<file path="config.mk">
export PLATFORM = sky130hd
export DESIGN_NAME = cw_config_watchdog
export DESIGN_NICKNAME = d
export VERILOG_FILES = /design/src/cw_pkg.sv /design/src/cw_config_watchdog.sv
export SDC_FILE = /design/constraint.sdc
export NUM_CORES = 1
export LEC_CHECK = 0
export BUFFER_PORTS_ARGS = -buffer_cell sky130_fd_sc_hd__buf_2
export CAP_MARGIN = 20
export CORE_MARGIN = 5
export CORE_UTILIZATION = 30
export CTS_BUF_LIST = sky130_fd_sc_hd__clkbuf_4 sky130_fd_sc_hd__clkbuf_8
export CTS_CLUSTER_SIZE = 8
export DETAILED_ROUTE_END_ITERATION = 8
export PLACE_DENSITY_LB_ADDON = 0.05
export SYNTH_ARGS = -nofsm -noshare
export SYNTH_HDL_FRONTEND = slang
export SYNTH_SLANG_ARGS = --single-unit
</file>
<file path="constraint.sdc">
create_clock -name mclk -period 2.4 [get_ports mclk]
set_clock_uncertainty 0.1 [all_clocks]
set_input_delay 0.36 -clock mclk [delete_from_list [all_inputs] [get_ports mclk]]
set_output_delay 0.36 -clock mclk [all_outputs]
set_load 0.02 [all_outputs]
</file>
<file path="src/cw_pkg.sv">
// Purpose: shared constants and carriers for the option and watchdog block
// Assumes: mclk is the oscillator clock, so cycle figures are mclk cycles
// Notes:   register offsets, field layouts, reset values and timing counts
package cw_pkg;

  // register addresses on the plain register port
  localparam logic [15:0] PIN_CLOCK_OPT_ADDR = 16'h001E;
  localparam logic [15:0] SYSTEM_OPT_ADDR    = 16'h001F;
  localparam logic [15:0] SERVICE_ADDR       = 16'hFFFF;

  // system option register, bit 7 down to bit 0
  typedef struct packed {
    logic watchdog_rate_select;
    logic voltage_monitor_in_stop;
    logic voltage_monitor_reset_disable;
    logic voltage_monitor_power_disable;
    logic voltage_monitor_trip_select;
    logic short_recovery;
    logic stop_enable;
    logic watchdog_disable;
  } cw_sys_opt_t;

  // pin and clock option register, bit 7 down to bit 0
  typedef struct packed {
    logic       irq_pullup_disable;
    logic       irq_pin_enable;
    logic [1:0] spare;
    logic       timer_two_position;
    logic       serial_baud_source;
    logic       oscillator_in_stop;
    logic       reset_pin_enable;
  } cw_pin_opt_t;

  // reset values and the bits that only power-on reset clears
  localparam logic [7:0] SYS_OPT_RESET    = 8'h00;
  localparam logic [7:0] PIN_OPT_RESET    = 8'h00;
  localparam logic [7:0] SYS_OPT_KEEP     = 8'h08;
  localparam logic [7:0] PIN_OPT_KEEP     = 8'h01;
  localparam logic [7:0] PIN_OPT_WRITABLE = 8'hCF;

  // prescaler stages kept by a service write (stages 12-5 are cleared)
  localparam logic [11:0] PRESC_SERVICE_KEEP = 12'h00F;

  // timing counts in oscillator cycles
  localparam int unsigned WDOG_LONG_CYCLES  = 262128;
  localparam int unsigned WDOG_SHORT_CYCLES = 8176;
  localparam logic [12:0] STOP_SHORT_CYCLES = 13'h0020;
  localparam logic [12:0] STOP_LONG_CYCLES  = 13'h1000;
  localparam logic [5:0]  PIN_PULSE_CYCLES  = 6'h20;
  localparam logic [12:0] POR_CLEAR_CYCLES  = 13'h1000;

  // stop sequencing states
  typedef enum logic [1:0] {
    CW_RUN,
    CW_STOPPED,
    CW_RECOVER
  } cw_stop_state_t;

  // controls steered by the pin and clock options
  typedef struct packed {
    logic irq_pullup_connect;
    logic irq_request_active;
    logic timer_on_high_pins;
    logic baud_from_bus_clock;
    logic reset_pin_function;
  } cw_pin_ctl_t;

  // controls for the low-voltage monitor
  typedef struct packed {
    logic powered;
    logic run_in_stop;
    logic reset_request;
    logic trip_high_supply;
  } cw_monitor_ctl_t;

  // stop sequencing outputs
  typedef struct packed {
    logic stop_accepted;
    logic illegal_opcode;
    logic cpu_stopped;
    logic clock_source_enable;
  } cw_stop_ctl_t;

endpackage

</file>
<file path="src/cw_config_watchdog.sv">
// Purpose: write-once option registers plus watchdog and stop sequencing
// Assumes: bus, stop and wake inputs come from logic on mclk
// Notes:   power_on_resetn clears all but the synchronisers, resetn spares survivor bits
//
// Contract
// - one write per option register per reset
// - option registers readable at any time
// - reset pin enable cleared only by power-on
// - trip select cleared only by power-on
// - pullup and irq function follow options
// - timer position picks high or low pins
// - baud source picks bus or oscillator clock
// - oscillator option keeps clock during stop
// - reset pin function follows its enable
// - timeout 8176 or 262128 cycles by rate
// - monitor in stop needs enable and power
// - monitor reset suppressed by disable option
// - monitor power removed by power disable
// - trip select picks high or low supply
// - stop exit after 32 or 4096 cycles
// - monitor reset exit always long recovery
// - stop illegal unless stop enabled
// - watchdog off when disable option set
// - 6-bit counter after 12-bit prescaler, overflow resets
// - service read gives vector low byte
// - watchdog reset pulses pin 32 cycles, flags
// - stop clears prescaler, internal reset clears both
// - prescaler cleared 4096 cycles after power-up
// - watchdog off in monitor mode with test voltage
`timescale 1ns/10ps

module cw_config_watchdog #(
  parameter int unsigned WDOG_LONG_CYCLES  = cw_pkg::WDOG_LONG_CYCLES,
  parameter int unsigned WDOG_SHORT_CYCLES = cw_pkg::WDOG_SHORT_CYCLES
) (
  input  wire logic                   mclk,
  input  wire logic                   resetn,
  input  wire logic                   power_on_resetn,
  input  wire logic [15:0]            addr,
  input  wire logic [7:0]             wdata,
  input  wire logic                   wr,
  input  wire logic                   rd,
  output logic [7:0]                  rdata,
  input  wire logic [7:0]             reset_vector_low,
  input  wire logic                   stop_execute,
  input  wire logic                   stop_wake,
  input  wire logic                   monitor_mode,
  input  wire logic                   irq_test_voltage,
  input  wire logic                   voltage_monitor_trip,
  output cw_pkg::cw_sys_opt_t         system_option_reg,
  output cw_pkg::cw_pin_opt_t         pin_clock_option_reg,
  output cw_pkg::cw_pin_ctl_t         pin_ctl,
  output cw_pkg::cw_monitor_ctl_t     monitor_ctl,
  output cw_pkg::cw_stop_ctl_t        stop_ctl,
  output logic                        watchdog_reset,
  output logic                        watchdog_status_set,
  output logic                        reset_pin_out,
  output logic                        reset_pin_oe
);

  localparam logic [17:0] LONG_LAST  = 18'(WDOG_LONG_CYCLES - 1);
  localparam logic [17:0] SHORT_LAST = 18'(WDOG_SHORT_CYCLES - 1);

  logic                   sys_written;
  logic                   pin_written;
  logic [11:0]            prescaler;
  logic [5:0]             wdog_count;
  logic [17:0]            elapsed;
  logic                   wdog_run;
  logic                   wdog_fire;
  logic [5:0]             pin_pulse_count;
  logic [12:0]            por_count;
  logic [12:0]            recov_count;
  cw_pkg::cw_stop_state_t stop_state;
  logic [1:0]             test_sync;
  logic [1:0]             trip_sync;
  logic                   sys_wr;
  logic                   pin_wr;
  logic                   service_wr;
  logic                   por_clear;
  logic                   monitor_resets;
  logic                   stop_accepted_q;
  logic                   illegal_opcode_q;

  // address decode
  assign sys_wr     = wr && (addr == cw_pkg::SYSTEM_OPT_ADDR);
  assign pin_wr     = wr && (addr == cw_pkg::PIN_CLOCK_OPT_ADDR);
  assign service_wr = wr && (addr == cw_pkg::SERVICE_ADDR);

  // two-stage synchronisers for analog and pin levels
  always_ff @(posedge mclk)
  begin
    if (!resetn)
    begin
      test_sync <= 2'h0;
      trip_sync <= 2'h0;
    end
    else
    begin
      test_sync <= {test_sync[0], irq_test_voltage};
      trip_sync <= {trip_sync[0], voltage_monitor_trip};
    end
  end

  // write-once tracking, rearmed by any reset
  always_ff @(posedge mclk)
  begin
    if (!resetn || !power_on_resetn)
    begin
      sys_written <= 1'b0;
      pin_written <= 1'b0;
    end
    else
    begin
      if (sys_wr)
        sys_written <= 1'b1;
      if (pin_wr)
        pin_written <= 1'b1;
    end
  end

  // system options: trip select survives non-power-on resets
  always_ff @(posedge mclk)
  begin
    if (!power_on_resetn)
      system_option_reg <= cw_pkg::SYS_OPT_RESET;
    else if (!resetn)
      system_option_reg <= (system_option_reg & cw_pkg::SYS_OPT_KEEP)
                         | (cw_pkg::SYS_OPT_RESET & ~cw_pkg::SYS_OPT_KEEP);
    else if (sys_wr && !sys_written)
      system_option_reg <= wdata;
  end

  // pin options: reset pin enable survives non-power-on resets
  always_ff @(posedge mclk)
  begin
    if (!power_on_resetn)
      pin_clock_option_reg <= cw_pkg::PIN_OPT_RESET;
    else if (!resetn)
      pin_clock_option_reg <= (pin_clock_option_reg & cw_pkg::PIN_OPT_KEEP)
                            | (cw_pkg::PIN_OPT_RESET & ~cw_pkg::PIN_OPT_KEEP);
    else if (pin_wr && !pin_written)
      pin_clock_option_reg <= wdata & cw_pkg::PIN_OPT_WRITABLE;
  end

  // read port, data valid only in the cycle after the strobe
  always_ff @(posedge mclk)
  begin
    if (!resetn || !power_on_resetn)
      rdata <= 8'h00;
    else if (rd)
    begin
      case (addr)
        cw_pkg::SYSTEM_OPT_ADDR:    rdata <= system_option_reg;
        cw_pkg::PIN_CLOCK_OPT_ADDR: rdata <= pin_clock_option_reg;
        cw_pkg::SERVICE_ADDR:       rdata <= reset_vector_low;
        default:                    rdata <= 8'h00;
      endcase
    end
    else
      rdata <= 8'h00;
  end

  // option-steered controls
  assign pin_ctl.irq_pullup_connect  = !pin_clock_option_reg.irq_pullup_disable;
  assign pin_ctl.irq_request_active  = pin_clock_option_reg.irq_pin_enable;
  assign pin_ctl.timer_on_high_pins  = pin_clock_option_reg.timer_two_position;
  assign pin_ctl.baud_from_bus_clock = pin_clock_option_reg.serial_baud_source;
  assign pin_ctl.reset_pin_function  = pin_clock_option_reg.reset_pin_enable;

  // low-voltage monitor controls
  assign monitor_resets = trip_sync[1] && monitor_ctl.powered
                       && !system_option_reg.voltage_monitor_reset_disable;
  assign monitor_ctl.powered = !system_option_reg.voltage_monitor_power_disable
                            && (!stop_ctl.cpu_stopped
                                || monitor_ctl.run_in_stop);
  assign monitor_ctl.run_in_stop = system_option_reg.voltage_monitor_in_stop
                    && !system_option_reg.voltage_monitor_power_disable;
  assign monitor_ctl.reset_request = monitor_resets;
  assign monitor_ctl.trip_high_supply =
    system_option_reg.voltage_monitor_trip_select;

  // stop sequencing outputs
  assign stop_ctl.stop_accepted  = stop_accepted_q;
  assign stop_ctl.illegal_opcode = illegal_opcode_q;
  assign stop_ctl.cpu_stopped = (stop_state != cw_pkg::CW_RUN);
  assign stop_ctl.clock_source_enable = (stop_state != cw_pkg::CW_STOPPED)
    || pin_clock_option_reg.oscillator_in_stop;

  // stop entry, wait for wake, then recovery delay
  always_ff @(posedge mclk)
  begin
    if (!resetn || !power_on_resetn)
    begin
      stop_state              <= cw_pkg::CW_RUN;
      recov_count             <= 13'h0000;
      stop_accepted_q         <= 1'b0;
      illegal_opcode_q        <= 1'b0;
    end
    else
    begin
      stop_accepted_q  <= 1'b0;
      illegal_opcode_q <= 1'b0;
      case (stop_state)
        cw_pkg::CW_RUN:
        begin
          if (stop_execute && system_option_reg.stop_enable)
          begin
            stop_state             <= cw_pkg::CW_STOPPED;
            stop_accepted_q <= 1'b1;
          end
          else if (stop_execute)
            illegal_opcode_q <= 1'b1;
        end
        cw_pkg::CW_STOPPED:
        begin
          if (monitor_resets)
          begin
            stop_state  <= cw_pkg::CW_RECOVER;
            recov_count <= cw_pkg::STOP_LONG_CYCLES;
          end
          else if (stop_wake)
          begin
            stop_state  <= cw_pkg::CW_RECOVER;
            recov_count <= system_option_reg.short_recovery
                         ? cw_pkg::STOP_SHORT_CYCLES
                         : cw_pkg::STOP_LONG_CYCLES;
          end
        end
        cw_pkg::CW_RECOVER:
        begin
          if (recov_count == 13'h0001)
            stop_state <= cw_pkg::CW_RUN;
          recov_count <= recov_count - 13'h0001;
        end
        default:
          stop_state <= cw_pkg::CW_RUN;
      endcase
    end
  end

  // power-up delay that clears the prescaler once
  always_ff @(posedge mclk)
  begin
    if (!power_on_resetn)
      por_count <= 13'h0000;
    else if (por_count != cw_pkg::POR_CLEAR_CYCLES)
      por_count <= por_count + 13'h0001;
  end

  assign por_clear = (por_count == cw_pkg::POR_CLEAR_CYCLES - 13'h0001);

  // watchdog runs unless disabled, in test monitor mode, or stopped
  assign wdog_run = !system_option_reg.watchdog_disable
                 && !(monitor_mode && test_sync[1])
                 && (stop_state != cw_pkg::CW_STOPPED);
  assign elapsed  = {wdog_count, prescaler};
  assign wdog_fire = wdog_run
    && (elapsed == (system_option_reg.watchdog_rate_select
                    ? SHORT_LAST : LONG_LAST));

  // prescaler: clocks the watchdog counter on each wrap
  always_ff @(posedge mclk)
  begin
    if (!resetn || !power_on_resetn)
      prescaler <= 12'h000;
    else if (por_clear || stop_ctl.stop_accepted || wdog_fire)
      prescaler <= 12'h000;
    else if (service_wr)
      prescaler <= prescaler & cw_pkg::PRESC_SERVICE_KEEP;
    else if (stop_state != cw_pkg::CW_STOPPED)
      prescaler <= prescaler + 12'h001;
  end

  // free-running 6-bit watchdog counter
  always_ff @(posedge mclk)
  begin
    if (!resetn || !power_on_resetn)
      wdog_count <= 6'h00;
    else if (service_wr || wdog_fire)
      wdog_count <= 6'h00;
    else if (stop_state != cw_pkg::CW_STOPPED && prescaler == 12'hFFF)
      wdog_count <= wdog_count + 6'h01;
  end

  // overflow pulses: system reset request and status flag
  always_ff @(posedge mclk)
  begin
    if (!resetn || !power_on_resetn)
    begin
      watchdog_reset      <= 1'b0;
      watchdog_status_set <= 1'b0;
    end
    else
    begin
      watchdog_reset      <= wdog_fire;
      watchdog_status_set <= wdog_fire;
    end
  end

  // reset pin pulse outlives the internal reset it causes
  always_ff @(posedge mclk)
  begin
    if (!power_on_resetn)
      pin_pulse_count <= 6'h00;
    else if (wdog_fire && resetn && pin_clock_option_reg.reset_pin_enable)
      pin_pulse_count <= cw_pkg::PIN_PULSE_CYCLES;
    else if (pin_pulse_count != 6'h00)
      pin_pulse_count <= pin_pulse_count - 6'h01;
  end

  // open-drain: only ever drives low
  assign reset_pin_out = 1'b0;
  assign reset_pin_oe  = (pin_pulse_count != 6'h00);
endmodule // cw_config_watchdog

</file>
==> metrics <==
run status=complete, no violations; class of the most critical hold timing path=in2reg; remaining antenna violation count after routing=0; area fraction of the dominant cell type after synthesis=~40%; GR met3 Demand/Resource=4.442%; dominant combinational cell family by area after synthesis=simple AND/OR/NAND/NOR gates; relative slew slack=between 50 and 60%; top-level I/O count=83; Vert. Die Dim=~130 um; registers with the highest flip-flop counts=por_count x13, recov_count x13, prescaler x12; diode insertion count for antenna repair=0; cell types occupying the most area after synthesis=dfxtp_1, nor2_1, a21oi_1, nand2_1, o21ai_0; Root Buffer Master=clkbuf_8; drt via density=5.147; via count of the first global-routing pass=around 3800; met2 Usage GRT=between 20% and 30%; yosys synthesis warning count=0; H-tree lvl count=3; data required time at the worst endpoint=about 2.6 ns; clock sink count=83; count of flip-flops with a built-in enable after synthesis=0; Iteration-0 DRC Markers=~290; number of instances in the synthesized netlist=500; ratio of cells with drive above 1 in the final layout=22.67%; non-filler instance count after layout=just under 800; clock latency of the later-clocked register in the worst-skew pair=between 0.3 and 0.4 ns; type of destination of the critical path=register; synth unique cells=between 50 and 60; number of synthesized register bits=83; Synth Flop Type=dfxtp_1; kind of launch point of the worst setup path=register; period utilization=approximately 89%; Crit path largest cell delay=slightly below 0.6 ns; mean routed wirelength per cell=15.81 um; share of synthesized flip-flops with an asynchronous set or reset=0%; Row Count=43; proportion of synthesized chip area in sequential cells=approximately two fifths; total global routing overflow=0; Post-CTS Repair Setup Buffers=0; xor and xnor area share after synthesis=3.332%; Peak supply drop=312.7 uV; share of synthesized area spent on multiplexers=under 10%; final max-slew violation count=0; area share of and/or/nand/nor cells after synthesis=29.31%; Power, Total=3116 uW; complex-gate fraction of the synthesized area=between 15 and 20%; setup violation total in the final timing report=0; P_leak=roughly 0.0019 uW; horizontal die dimension=roughly 130 um; number of max-cap violations=0; slowest cell on the critical path=or4_1; number of cells in the design after placement=~760; wire length of the first global-routing pass=between 15000 and 20000 um; f_max=0.4657 GHz; cell taking the most area after synthesis=dfxtp_1; final weighted congestion in routability-driven placement=0.7782; layout overhead on the synthesized area=21.45%; area of the core=approximately 14000 sq um; transition at the pin with the smallest max-transition slack=between 0.7 and 0.8 ns; total track usage=approximately 15%; TritonCTS clock tree=yes; Period minus WS final=2.147 ns; Mapped Area=approximately 4200 sq um; CP Cell Sequence=ha_1 -> and3_1 -> nand4_1 -> or4_1 -> a211oi_1; worst-case clock buffer depth=2; maximum number of pins on one net before global-route repair=19; final-report hold violation count=0; routed vias=slightly below 4000; full die area=~16000 sq um; Detailed Routing Iterations Pass 1=4; Final Net Count=between 600 and 700; Setup Crit Path Kind=reg2reg; antenna violations before repair=0; total detailed-routing wirelength=around 12000 um; areal power density over the cells=610.2 nW/um^2; average cell area after synthesis=approximately 8.4 sq um; adder-cell share of the synthesized area=about 2.4%; critical path peak fanout=9; worst path arrival time=between 2 and 2.5 ns; post-route setup TNS=0 ns; DRC violations left=0; M1 GR Usage=just over 20%; clock transition at the registers of the reported paths=around 0.08 ns; setup repair after global routing missed its margin=no; count of input and output buffers=about 80; starting utilization of the core area=between 30% and 40%; post-DP HPWL=9305 um; GRT busiest layer=met2; TritonCTS buffer count=9; Min Hold Slack=roughly 0.11 ns
[where the power goes]
group	leakage [uW]	total, uW	internal (uW)	switching, uW
clock network	0.000127	1250	729	520
logic	0.00114	400	172	227
registers	0.000672	1470	1420	43.0
total	0.00194	3120	2330	791
[layout by cell type, fill, tap and decap left out, types with 9 or more instances in the layout]
| master | netlist | final |
|---|---|---|
| dfxtp_1 | 83 | 83 |
| a21oi_1 | 28 | 28 |
| nor4_1 | 9 | 9 |
| a22oi_1 | 10 | 10 |
| nor3_1 | 21 | 21 |
| a211oi_1 | 15 | 15 |
| nor2_1 | 44 | 44 |
| or3_1 | 16 | 16 |
| nand4_1 | 18 | 18 |
| xor2_1 | 9 | 9 |
| nand2_1 | 34 | 34 |
| o21ai_0 | 23 | 23 |
| nand3_1 | 22 | 22 |
| buf_2 | 2 | 79 |
| inv_1 | 20 | 20 |
| buf_4 | 12 | 25 |
| clkbuf_8 | 0 | 10 |
[critical path, delay by kind of cell, from the launching register on]
family          cells  cell delay [ns]
flops               1             0.37
fa+ha+maj           1             0.19
simple gates        3             1.16
compound gates      1             0.23
[worst paths after layout]
| path | endpoint | slack, ns | startpoint | cells after the start |
|---|---|---|---|---|
| max | wdog_count[4]$_SDFFE_PP0P_ | 0.25 | prescaler[0]$_SDFFE_PP0P_ | 5 |
| min reg2reg | test_sync[1]$_SDFF_PN0_ | 0.35 | test_sync[0]$_SDFF_PN0_ | 1 |
| min | trip_sync[0]$_SDFF_PN0_ | 0.11 | voltage_monitor_trip | 2 |
| max reg2reg | wdog_count[4]$_SDFFE_PP0P_ | 0.25 | prescaler[0]$_SDFFE_PP0P_ | 5 |
[final cells by class]
class                   count  area [sq um]
inverters                  21         78.83
clock inverters             5         100.1
flip-flops and latches     83          1662
clock buffers              11         145.1
multi-input cells         367          2313
fillers                  1453          8720
repair buffers            104         583.1
well taps                 180         225.2
[cells in the mapped netlist, drive strengths merged, types with 11 or more instances]
library cell and n:
a211oi 15, buf 14, nand3 22, inv 20, nor3 21, o21ai 23, dfxtp 83, or3 16
nand2 34, a21oi 28, nor4 11, nor2 44, nand4 18, clkbuf 17
[stage by stage]
stage	instance area, sq um	setup WS, ns	util (%)
2_1_floorplan	4213	0.2423	-
3_3_place_gp	4857	0.1404	35.13
3_5_place_dp	4857	0.1296	35.13
4_1_cts	5102	0.1430	36.90
5_1_grt	5107	0.09933	36.94
6_report	5107	0.2525	36.94
[routing by layer]
layer  up-vias  part of all wire (%)
met5         -                     0
met4         0                  0.94
met3         6                   5.3
met2        74                    45
met1      1898                    49
li1       1990                     -
[kinds of logic (layout without fill, tap and decap cells)]
| group | count (synthesis) | count (layout) |
|---|---|---|
| xor gates and xnor gates | 16 | 16 |
| buffers and inverters | 52 | 141 |
| other | 1 | 3 |
| AOI/OAI and AO/OA | 108 | 108 |
| adders and majority gates | 8 | 8 |
| muxes | 12 | 12 |
| and+or+nand+nor | 220 | 220 |
| DFF | 83 | 83 |
[timing repair]
item | 4_1_cts | 5_1_grt
setup endpoints to repair | 0 | 1
hold buffers | 0 | 0
gates resized for setup | 0 | 1
Power figures use the tool's default switching activity.
